<file path="src/scl_defines.svh">
// register offsets, reset values and speed limits of the speed command limiter
`ifndef SCL_DEFINES_SVH
`define SCL_DEFINES_SVH
// ****************************************
// register byte offsets
// ****************************************
`define SCL_OFS_MAX 8'h00
`define SCL_OFS_MIN 8'h04
`define SCL_OFS_START 8'h08
`define SCL_OFS_JOG 8'h0C
`define SCL_OFS_JUMP0 8'h10
`define SCL_OFS_CTRL 8'h28
`define SCL_OFS_MOTOR 8'h2C
`define SCL_OFS_STAT 8'h30
`define SCL_OFS_TARGET 8'h34
// ****************************************
// reset values and limits in r/min
// ****************************************
`define SCL_RST_MAX 16'h0BB8
`define SCL_RST_MIN 16'h0000
`define SCL_RST_START 16'h0000
`define SCL_RST_JOG 16'h0096
`define SCL_RST_MOTOR 16'h0BB8
`define SCL_JUMP_OFF 16'h270F
`define SCL_ROT_CAP 16'h0BB8
`define SCL_SET_CAP 16'h12C0
`define SCL_GEAR_CAP_SMALL 16'h2EE0
`define SCL_GEAR_CAP_LARGE 16'h1F40
// ****************************************
// control bit positions
// ****************************************
`define SCL_CTRL_POS 0
`define SCL_CTRL_GEARED 1
`define SCL_CTRL_LARGE 2
`endif

</file>
<file path="src/scl_pkg.sv">
// types shared by the speed command limiter
package scl_pkg;
  typedef logic [15:0] scl_speed_t;
  // control word: position mode, geared motor, largest drive rating
  typedef struct packed {
    logic large_cap;
    logic geared;
    logic pos_mode;
  } scl_ctrl_t;
  // sticky-free status of the last computed target
  typedef struct packed {
    logic jumped;
    logic min_clamped;
    logic max_clamped;
  } scl_stat_t;
endpackage

</file>
<file path="src/scl_speed_limiter.sv">
// speed command limiter: max/min clamp, motor range and jump bands behind APB
// Contract
// - command above the maximum setting is clamped to it; maximum resets to 3000
// - settings accept 0 to 4800; rotation never exceeds 3000 for standard motor
// - geared motor: setting ceiling 12000, or 8000 on the largest rating
// - command also clamped to the selected motor's own maximum speed
// - speed held at minimum setting when set speed is lower; resets to 0
// - jog speed at or below minimum overrides the minimum clamp
// - position control disables the minimum clamp
// - active torque limiting lets speed drop below the minimum
// - start alone runs at minimum when minimum is at least starting speed
// - three jump bands of A and B points; 9999 resets and disables a band
// - ramps pass through a jump band instead of skipping it
// - position control disables every jump band
//
// Chosen here: the register addresses and the APB register port.
`include "scl_defines.svh"

module scl_speed_limiter
  import scl_pkg::*;
#(
  parameter int NBAND = 3
) (
  input wire logic pclk,
  input wire logic presetn,
  input wire logic psel,
  input wire logic penable,
  input wire logic pwrite,
  input wire logic [7:0] paddr,
  input wire logic [31:0] pwdata,
  output logic [31:0] prdata,
  output logic pready,
  output logic pslverr,
  input wire scl_speed_t speed_cmd,
  input wire logic cmd_valid,
  input wire logic start_on,
  input wire logic jog_on,
  input wire logic torque_limit_active,
  output scl_speed_t speed_target,
  output scl_stat_t limit_status
);

  // ****************************************
  // settings
  // ****************************************
  scl_speed_t max_speed_setting;
  scl_speed_t min_speed_setting;
  scl_speed_t starting_speed_setting;
  scl_speed_t jog_speed_setting;
  scl_speed_t motor_max_speed;
  scl_speed_t jump_point [2*NBAND];
  scl_ctrl_t ctrl;
  scl_speed_t next_max;
  scl_speed_t next_min;
  scl_speed_t next_start;
  scl_speed_t next_jog;
  scl_speed_t next_motor;
  scl_speed_t next_jump [2*NBAND];
  scl_ctrl_t next_ctrl;
  scl_speed_t set_cap;
  logic wr;
  logic rd_hit;

  // ceiling of any written value depends on motor type
  function automatic scl_speed_t cap_of(input scl_ctrl_t c);
    if (!c.geared) begin
      return `SCL_SET_CAP;
    end
    return c.large_cap ? `SCL_GEAR_CAP_LARGE : `SCL_GEAR_CAP_SMALL;
  endfunction

  // smaller of two speeds, used by several clamps
  function automatic scl_speed_t min2(input scl_speed_t a, input scl_speed_t b);
    return (a < b) ? a : b;
  endfunction

  assign set_cap = cap_of(ctrl);
  assign wr = psel && penable && pwrite;
  // zero wait states: every access completes in its first access cycle
  assign pready = 1'b1;

  // next register values; out-of-range writes are dropped, old value kept
  always_comb begin
    next_max = max_speed_setting;
    next_min = min_speed_setting;
    next_start = starting_speed_setting;
    next_jog = jog_speed_setting;
    next_motor = motor_max_speed;
    next_ctrl = ctrl;
    for (int i = 0; i < 2*NBAND; i++) begin
      next_jump[i] = jump_point[i];
    end
    if (wr && pwdata[15:0] <= set_cap) begin
      case (paddr)
        `SCL_OFS_MAX: next_max = pwdata[15:0];
        `SCL_OFS_MIN: next_min = pwdata[15:0];
        `SCL_OFS_START: next_start = pwdata[15:0];
        `SCL_OFS_JOG: next_jog = pwdata[15:0];
        `SCL_OFS_MOTOR: next_motor = pwdata[15:0];
        default: next_max = max_speed_setting;
      endcase
    end
    for (int i = 0; i < 2*NBAND; i++) begin
      if (wr && paddr == 8'(`SCL_OFS_JUMP0 + 4*i)
          && (pwdata[15:0] <= set_cap || pwdata[15:0] == `SCL_JUMP_OFF)) begin
        next_jump[i] = pwdata[15:0];
      end
    end
    if (wr && paddr == `SCL_OFS_CTRL) begin
      next_ctrl = scl_ctrl_t'(pwdata[2:0]);
    end
  end

  // settings registers
  always_ff @(posedge pclk or negedge presetn) begin
    if (!presetn) begin
      max_speed_setting <= `SCL_RST_MAX;
      min_speed_setting <= `SCL_RST_MIN;
      starting_speed_setting <= `SCL_RST_START;
      jog_speed_setting <= `SCL_RST_JOG;
      motor_max_speed <= `SCL_RST_MOTOR;
      ctrl <= '0;
      for (int i = 0; i < 2*NBAND; i++) begin
        jump_point[i] <= `SCL_JUMP_OFF;
      end
    end else begin
      max_speed_setting <= next_max;
      min_speed_setting <= next_min;
      starting_speed_setting <= next_start;
      jog_speed_setting <= next_jog;
      motor_max_speed <= next_motor;
      ctrl <= next_ctrl;
      for (int i = 0; i < 2*NBAND; i++) begin
        jump_point[i] <= next_jump[i];
      end
    end
  end

  // ****************************************
  // read path
  // ****************************************
  always_comb begin
    prdata = 32'h0000_0000;
    rd_hit = 1'b1;
    case (paddr)
      `SCL_OFS_MAX: prdata[15:0] = max_speed_setting;
      `SCL_OFS_MIN: prdata[15:0] = min_speed_setting;
      `SCL_OFS_START: prdata[15:0] = starting_speed_setting;
      `SCL_OFS_JOG: prdata[15:0] = jog_speed_setting;
      `SCL_OFS_MOTOR: prdata[15:0] = motor_max_speed;
      `SCL_OFS_CTRL: prdata[2:0] = ctrl;
      `SCL_OFS_STAT: prdata[2:0] = limit_status;
      `SCL_OFS_TARGET: prdata[15:0] = speed_target;
      default: rd_hit = 1'b0;
    endcase
    for (int i = 0; i < 2*NBAND; i++) begin
      if (paddr == 8'(`SCL_OFS_JUMP0 + 4*i)) begin
        prdata[15:0] = jump_point[i];
        rd_hit = 1'b1;
      end
    end
  end

  // unmapped addresses answer with an error, nothing is stored
  assign pslverr = psel && penable && !rd_hit;

  // ****************************************
  // jump bands
  // ****************************************
  logic [NBAND-1:0] band_hit;
  scl_speed_t band_lo [NBAND];
  scl_speed_t jump_cmd;
  logic jumped;

  // A and B may be written in either order; 9999 on either side disables
  for (genvar b = 0; b < NBAND; b++) begin : g_band
    scl_speed_t pa;
    scl_speed_t pb;
    scl_speed_t hi;
    assign pa = jump_point[2*b];
    assign pb = jump_point[2*b+1];
    assign band_lo[b] = min2(pa, pb);
    assign hi = (pa < pb) ? pb : pa;
    assign band_hit[b] = pa != `SCL_JUMP_OFF && pb != `SCL_JUMP_OFF
                         && speed_cmd > band_lo[b] && speed_cmd < hi;
  end

  // only the steady target is moved; the ramp behind it sweeps
  // through a band freely, so no running speed is touched here
  always_comb begin
    jump_cmd = speed_cmd;
    jumped = 1'b0;
    for (int b = NBAND - 1; b >= 0; b--) begin
      if (band_hit[b] && !ctrl.pos_mode) begin
        jump_cmd = band_lo[b];
        jumped = 1'b1;
      end
    end
  end

  // ****************************************
  // clamps
  // ****************************************
  scl_speed_t rot_cap;
  scl_speed_t eff_max;
  scl_speed_t base_cmd;
  scl_speed_t next_target;
  scl_stat_t next_status;
  logic jog_below_min;
  logic min_on;

  // standard motor never turns above 3000 whatever the setting
  assign rot_cap = ctrl.geared ? set_cap : `SCL_ROT_CAP;
  assign eff_max = min2(min2(max_speed_setting, rot_cap), motor_max_speed);
  assign jog_below_min = jog_speed_setting <= min_speed_setting;

  // minimum is skipped for position mode, torque limit or a low jog
  assign min_on = !ctrl.pos_mode
                  && !torque_limit_active
                  && !(jog_on && jog_below_min);

  // jog has precedence; start with no command asks for zero, so min wins
  always_comb begin
    base_cmd = jog_on ? jog_speed_setting : (cmd_valid ? jump_cmd : 16'h0000);
    next_status = '0;
    next_status.jumped = jumped && !jog_on && cmd_valid;
    next_target = base_cmd;
    if (min_on && base_cmd < min_speed_setting) begin
      next_target = min_speed_setting;
      next_status.min_clamped = 1'b1;
    end
    // maximum is applied after the minimum so that no path exceeds it; only the stop override to zero follows
    if (next_target > eff_max) begin
      next_target = eff_max;
      next_status.max_clamped = 1'b1;
    end
    if (!start_on && !jog_on) begin
      next_target = 16'h0000;
      next_status = '0;
    end
  end

  // target handed to the acceleration loop, one cycle after its inputs
  always_ff @(posedge pclk or negedge presetn) begin
    if (!presetn) begin
      speed_target <= 16'h0000;
      limit_status <= '0;
    end else begin
      speed_target <= next_target;
      limit_status <= next_status;
    end
  end
endmodule // scl_speed_limiter

</file>
<file path="config.mk">
export PLATFORM = sky130hd
export DESIGN_NAME = scl_speed_limiter
export DESIGN_NICKNAME = d
export VERILOG_FILES = /design/src/scl_pkg.sv /design/src/scl_speed_limiter.sv
export VERILOG_INCLUDE_DIRS = /design/src
export SDC_FILE = /design/constraint.sdc
export NUM_CORES = 1
export LEC_CHECK = 0
export BUFFER_PORTS_ARGS = -buffer_cell sky130_fd_sc_hd__clkbuf_2
export CORE_UTILIZATION = 65
export DETAILED_ROUTE_END_ITERATION = 12
export PLACE_DENSITY = 0.93
export SETUP_SLACK_MARGIN = 0.02
export SLEW_MARGIN = 20
export SYNTH_ARGS = -nofsm -noshare
export SYNTH_HDL_FRONTEND = slang
export SYNTH_SLANG_ARGS = --single-unit
</file>
<file path="constraint.sdc">
create_clock -name pclk -period 20.7 [get_ports pclk]
set_input_delay 0 -clock pclk [delete_from_list [all_inputs] [get_ports pclk]]
set_output_delay 0 -clock pclk [all_outputs]
set_load 0.03 [all_outputs]
</file>
==> qor.csv, run 1 <==
stage;metric;value;unit
power_and_ir_drop;Clock power frac;0.410;
die;Initial Util;0.664;
drt;DRC;0;
final_layout;fill cell count;1857;
timing;Hold Violations, Final;0;
drt;Detailed Route WL;62100;um
placed_design;DP HPWL;46100;um
grt;largest net degree at the start of global routing;116;
yosys;synthesized flop and latch total;198;
power_and_ir_drop;switching share of power;0.306;
grt;global-route wire length before repair;92600;um
cts;clk buf depth;2;
grt;GRT overflow;0;
setup_path;CP endpoint kind;flip-flop;
timing;# setup viols final;0;
min_path;hold path depth;3;
grt;vias in the first global route;15000;
cts;clk slew on worst S/H paths;0.09;ns
final_layout;# nets final;2045;
cts;hold buffers post-CTS;2;
setup_path;slowest CP cell;dfstp_2;
setup_path;CP max FO;48;
timing;actual slew at the worst max-slew pin;1.02;ns
placed_design;port buffer count;84;
yosys;Seq/Total Area, Yosys;0.311;
setup_path;worst path required time;21.03;ns
yosys;Netlist cell types;77;
setup_path;Worst Setup Start Kind;flip-flop;
timing;clock skew;0.0166;ns
grt;initial antenna violation count;0;
final_layout;Layout Cells excl Fill;2103;
drt;DR pass1 iterations;9;
power_and_ir_drop;P_leak;8.33;nW
power_and_ir_drop;combinational power share;0.132;
final_layout;fin area;17500;um^2
die;row count;57;
yosys;commonest register cell after synthesis;dfrtp_1;
yosys;Synth area leader;dfrtp_1;
power_and_ir_drop;Sw Pwr;0.264;mW
cts;clock sink count;198;
timing;fin crit period;11.54;ns
die;Die Y;160;um
timing;max_slew headroom;0.317;
die;full die area;25600;um^2
cts;CTS tree;built;
drt;First DRT Iteration DRCs;2195;
cts;Num CTS Buffers;17;
yosys;ys async rst share;1.00;
power_and_ir_drop;Seq pwr share;0.458;
cts;insertion delay to the later sink of the worst-skew pair;0.45;ns
drt;Vias;15300;
yosys;yosys synthesis warning count;0;
drt;DR WL/cell;29.5;um
yosys;Synth area leaders;dfrtp_1, ha_1, dfstp_2, mux2_2, a21oi_1;
yosys;Synth top area share;0.204;
final_layout;synth-to-layout area growth;7.85;%
cts;Clock Root Buffer;clkbuf_16;
cts;post-CTS setup buffers;0;
cts;CTS resizes;0;
yosys;EDFF count, synth;0;
timing;setup TNS;0;ns
yosys;most common cell in the netlist;ha_1;
drt;Vias/cell;7.30;
yosys;Syn Inst Count;1717;
die;core footprint;24400;um^2
timing;Final Worst Setup Slack;9.16;ns
yosys;Mapped Area;16200;um^2
die;Top-Level Pins;118;
setup_path;Setup CP Type;flip-flop to flip-flop;
power_and_ir_drop;Overall Power;0.862;mW
power_and_ir_drop;maximum VDD drop;0.0459;mV
status;status;finished, final reports clean;
timing;Fmax achieved;0.0867;GHz
placed_design;Setup WS pre-CTS;9.43;ns
setup_path;Critical Path Most Common Cell;a21o_1;
cts;CTS H-tree depth;4;
timing;Hold Slack;0.0206;ns
setup_path;Reg2Reg Depth;41;
final_layout;Final Util;0.717;
grt;total global routing track utilization;0.492;
timing;Max Slew Vio Count;0;
yosys;top cells by count, synth;ha_1, a21oi_1, dfrtp_1;
placed_design;Placed Cells;2068;
yosys;Syn Area/Cell;9.44;um^2
setup_path;max incr delay on CP;0.70;ns
power_and_ir_drop;Cell Pwr Density;49.3;nW/um^2
setup_path;Critical Path AT;11.87;ns
placed_design;post-place instance area;16800;um^2
min_path;Hold Path Class;primary input to flip-flop;
drt;DRT antenna net count;0;
timing;period utilisation layout;0.557;
placed_design;Placer Congestion;1.07;
die;Die W;160;um
final_layout;share of cells above drive strength 1;0.204;
job;Max Cap Viol;0;
power_and_ir_drop;internal power;0.599;mW
timing;unrepaired setup endpoints after global routing;no;
cells by family (layout without fill, tap and decap cells):
kind of cell	after synthesis	in the layout	synth area share
adder cells (fa/ha/maj)	215	215	0.166
buffers and inverters	190	234	0.0513
AND/OR/NAND/NOR	423	423	0.135
multiplexers	206	206	0.140
AO/OA/AOI/OAI	483	483	0.196
flip-flops	198	198	0.311
other	2	20	0.000463
final timing paths:
kind	slack, ns	to	startpoint
max	9.16	speed_target[15]	g_band[0].pb[9]
min	0.02	motor_max_speed[5]	pwdata[5]
max reg2reg	9.16	speed_target[15]	g_band[0].pb[9]
min reg2reg	0.51	starting_speed_setting[14]	starting_speed_setting[14]
max in group asynchronous	19.10	g_band[0].pb[7]	presetn
min in group asynchronous	0.23	g_band[2].pb[11]	presetn
routing by layer:
| metal | share of wire | GRT usage | up-vias | wire length (um) |
|---|---|---|---|---|
| met5 | 0 | 0 | - | 0 |
| met4 | 0.075 | 0.321 | 0 | 4690 |
| met3 | 0.12 | 0.117 | 314 | 7440 |
| met2 | 0.43 | 0.728 | 1104 | 26600 |
| met1 | 0.38 | 0.645 | 7384 | 23400 |
| li1 | - | - | 6540 | - |
registers in the layout, summed over array words and instances, names as in the netlist:
name,count
motor_max_speed,16
limit_status,3
min_speed_setting,16
speed_target,16
jog_speed_setting,16
max_speed_setting,16
g_band.pa,48
g_band.pb,48
starting_speed_setting,16
ctrl,3
power groups by stage:
stage                     Sequential (mW)  Clock (mW)  Combinational (mW)
after CTS                           0.394       0.352               0.109
after detailed placement            0.401           0               0.108
after global placement              0.401           0               0.105
after floorplan                     0.404           0              0.0608
final                               0.395       0.354               0.114
after global routing                0.395       0.367               0.121
worst max-delay path, delay by kind of cell (launching register included):
kind                     cells  cell delay, ns
adder cells (fa/ha/maj)      4            1.21
buffers and inverters        2            0.43
AND/OR/NAND/NOR              8            2.15
multiplexers                 2            0.92
flip-flops                   1            0.70
AO/OA/AOI/OAI               25            5.96
cells in the final DEF, fill, tap and decap left out, drive strengths merged, types with 18 or more instances in the layout:
cell	count
a21oi	164
nand2	112
nor2	92
o22ai	22
conb	19
inv	96
o21ai	81
a22oi	30
a211oi	22
a21o	27
ha	215
nor2b	21
buf	24
clkbuf	102
mux2	144
nand4	38
nand3	37
o21a	24
a221o	18
nand2b	18
dfstp	66
mux2i	62
nor3	19
dfrtp	132
or2	18
area by class of cell:
| class | count | area [um^2] | share of cell area |
|---|---|---|---|
| diodes | 1 | 2.50 | 0.000143 |
| clock buffers | 18 | 429 | 0.0246 |
| clock inverters | 14 | 186 | 0.0107 |
| inverters | 92 | 345 | 0.0198 |
| multi-input cells | 1346 | 10400 | 0.597 |
| flip-flops and latches | 198 | 5040 | 0.288 |
| well taps | 324 | 405 | 0.0232 |
| repair buffers | 110 | 633 | 0.0362 |
No activity file was read; power rests on OpenSTA's default activity.
==> run 2, diff against run 1 <==
--- a/config.mk
+++ b/config.mk
@@ -7,9 +7,9 @@
 export NUM_CORES = 1
 export LEC_CHECK = 0
 export BUFFER_PORTS_ARGS = -buffer_cell sky130_fd_sc_hd__clkbuf_2
-export CORE_UTILIZATION = 65
+export CORE_UTILIZATION = 62
 export DETAILED_ROUTE_END_ITERATION = 12
-export PLACE_DENSITY = 0.93
+export PLACE_DENSITY = 0.9
 export SETUP_SLACK_MARGIN = 0.02
 export SLEW_MARGIN = 20
 export SYNTH_ARGS = -nofsm -noshare
==> constraint.sdc (replaced) <==
create_clock -name pclk -period 11.95 [get_ports pclk]
set_input_delay 0 -clock pclk [delete_from_list [all_inputs] [get_ports pclk]]
set_output_delay 0 -clock pclk [all_outputs]
set_load 0.03 [all_outputs]
==> run 2 against run 1 <==
Net effect: final cell count rose by 0.33%; die area rose by 4.8%; utilization fell by 2.8 points; critical path depth rose by 2; worst setup slack got worse by 8.1 ns; clock-buffer cell count did not move; critical path type unchanged; highest routed layer is now met5.
==> qor.csv, run 2 (synthesis gave the netlist of run 1 again) <==
stage;metric;value;unit;change
drt;DR WL/cell;28.7;um;-2.8%
cts;clk slew on worst S/H paths;0.08;ns;about the same
setup_path;Reg2Reg Depth;43;;+4.9%
drt;DRT antenna net count;0;;unchanged
final_layout;fill cell count;2035;;+9.6%
setup_path;Worst Setup Start Kind;flip-flop;;
timing;Max Slew Vio Count;0;;unchanged
power_and_ir_drop;maximum VDD drop;0.0899;mV;+96%
die;Initial Util;0.638;;-0.0264
cts;insertion delay to the later sink of the worst-skew pair;0.46;ns;about the same
cts;Num CTS Buffers;17;;unchanged
drt;Detailed Route WL;60500;um;-2.5%
grt;initial antenna violation count;2;;+2
timing;clock skew;0.0156;ns;-0.00101 ns
cts;CTS tree;built;;
setup_path;worst r2r dst;speed_target[7];;
placed_design;post-place instance area;16800;um^2;about the same
setup_path;max incr delay on CP;0.59;ns;-0.11 ns
setup_path;flop-to-flop setup slack;1.08;ns;-8.08 ns
drt;DR pass1 iterations;7;;-2
grt;total global routing track utilization;0.459;;-0.0324
final_layout;most common cell after layout, fill and taps aside;ha_1;;
min_path;hold_sp;pwdata[4];;
timing;period utilisation layout;0.910;;+0.352
cts;Clock Root Buffer;clkbuf_16;;
setup_path;CP endpoint kind;flip-flop;;
timing;setup TNS;0;ns;unchanged
final_layout;Layout Cells excl Fill;2110;;+0.33%
die;row count;58;;+1.8%
placed_design;Placer Congestion;1.11;;+3.2%
die;Die W;164;um;+2.4%
timing;Final Worst Setup Slack;1.08;ns;-8.08 ns
placed_design;DP HPWL;44400;um;-3.6%
min_path;Worst Hold Path EP;motor_max_speed[4];;
grt;global-route wire length before repair;89300;um;-3.6%
min_path;hold path depth;3;;unchanged
grt;vias in the first global route;14700;;-2.1%
grt;GRT overflow;0;;unchanged
drt;Vias;15300;;-0.26%
timing;fin crit period;10.87;ns;-0.667 ns
final_layout;synth-to-layout area growth;7.88;%;about the same
timing;Fmax achieved;0.0920;GHz;+6.1%
min_path;Hold Path Class;primary input to flip-flop;;
die;full die area;26800;um^2;+4.8%
final_layout;most frequent cells in the layout;ha_1, a21oi_1, dfrtp_1;;
drt;First DRT Iteration DRCs;1900;;-13%
placed_design;Placed Cells;2074;;+0.29%
placed_design;port buffer count;84;;unchanged
timing;max_slew headroom;0.237;;-0.0799
power_and_ir_drop;P_leak;8.35;nW;+0.19%
die;core footprint;25400;um^2;+4.1%
final_layout;# nets final;2046;;+0.049%
cts;clk buf depth;2;;unchanged
setup_path;Setup CP Type;flip-flop to flip-flop;;
cts;CTS H-tree depth;4;;unchanged
grt;largest net degree at the start of global routing;123;;+6.0%
drt;DRC;0;;unchanged
status;status;finished, final reports clean;;
timing;unrepaired setup endpoints after global routing;no;;
final_layout;share of cells above drive strength 1;0.203;;-0.00124
timing;actual slew at the worst max-slew pin;1.14;ns;+0.117 ns
setup_path;RR Startpoint;g_band[2].pb[9];;
final_layout;fin area;17500;um^2;about the same
timing;Hold Violations, Final;0;;unchanged
timing;# setup viols final;0;;unchanged
cts;clock sink count;198;;unchanged
setup_path;worst path required time;12.28;ns;-8.75 ns
die;Die Y;164;um;+2.4%
drt;Vias/cell;7.25;;-0.59%
setup_path;Critical Path AT;11.20;ns;-0.67 ns
die;Top-Level Pins;118;;unchanged
setup_path;slowest CP cell;a21o_1;;
job;Max Cap Viol;0;;unchanged
power_and_ir_drop;Cell Pwr Density;85.3;nW/um^2;+73%
setup_path;CP max FO;33;;-31%
placed_design;Setup WS pre-CTS;1.48;ns;-7.95 ns
final_layout;Final Util;0.688;;-0.0283
==> run 2: changes by cell type in the layout (fill, tap and decap cells not counted), moves of 2 or more <==
cell,before,now
clkinv_8,5,2
clkinv_4,4,2
inv_6,2,4
inv_8,2,4
==> run 2: what timing repair did <==
action	4_1_cts	5_1_grt
setup endpoints to repair	0	0
setup buffers	0	0
endpoints found under the hold margin	79	0
gates resized for setup	0	0
hold buffers	3	0
==> run 2: worst max-delay path by stage <==
stage	from	slack, ns	cells past startpoint	endpoint
after floorplan	g_band[2].pb[13]	2.37	47	speed_target[4]
after global placement	g_band[1].pb[2]	1.78	42	speed_target[0]
after detailed placement	g_band[2].pb[9]	1.48	43	speed_target[7]
after CTS	g_band[2].pb[9]	1.37	43	speed_target[7]
after global routing	g_band[1].pb[2]	0.53	42	speed_target[7]
final	g_band[2].pb[9]	1.08	43	speed_target[7]
==> run 2: layout make-up <==
cell class / instances / area (um^2) / area share
clock buffers: 18 / 429 / 0.0245
diodes: 1 / 2.50 / 0.000143
well taps: 330 / 413 / 0.0236
multi-input cells: 1346 / 10400 / 0.597
clock inverters: 14 / 176 / 0.0101
repair buffers: 111 / 639 / 0.0366
flip-flops and latches: 198 / 5040 / 0.288
inverters: 92 / 345 / 0.0198
==> run 2: where the power goes <==
part           internal (mW)  switching (mW)  leakage, nW  total, mW
Sequential             0.676         0.00772         2.34      0.684
Clock                  0.303           0.307        0.296      0.611
Combinational         0.0585           0.137         5.71      0.196
==> run 2: through the flow <==
stage | hold slack, ns | total power, mW
final | 0.0723 | 1.49
after global routing | 0.0818 | 1.53
after global placement | 0.209 | 0.875
after detailed placement | 0.232 | 0.881
after floorplan | -0.296 | 0.805
after CTS | 0.0223 | 1.48
==> run 2: layer usage <==
layer	global-route usage	wire length [um]	share of wire	up-vias
li1	-	-	-	6533
met4	0.339	5160	0.085	2
met5	0	13	0.00021	-
met1	0.569	22300	0.37	7365
met2	0.669	25300	0.42	1085
met3	0.146	7720	0.13	317
==> run 2: worst max-delay path: cells and delay by family (launching register included) <==
kind                       cells  cell delay, ns
muxes                          1            0.38
adders and majority gates      4            1.21
buffers and inverters          3            0.62
AOI/OAI and AO/OA             25            5.42
DFF                            1            0.57
and+or+nand+nor               10            2.50
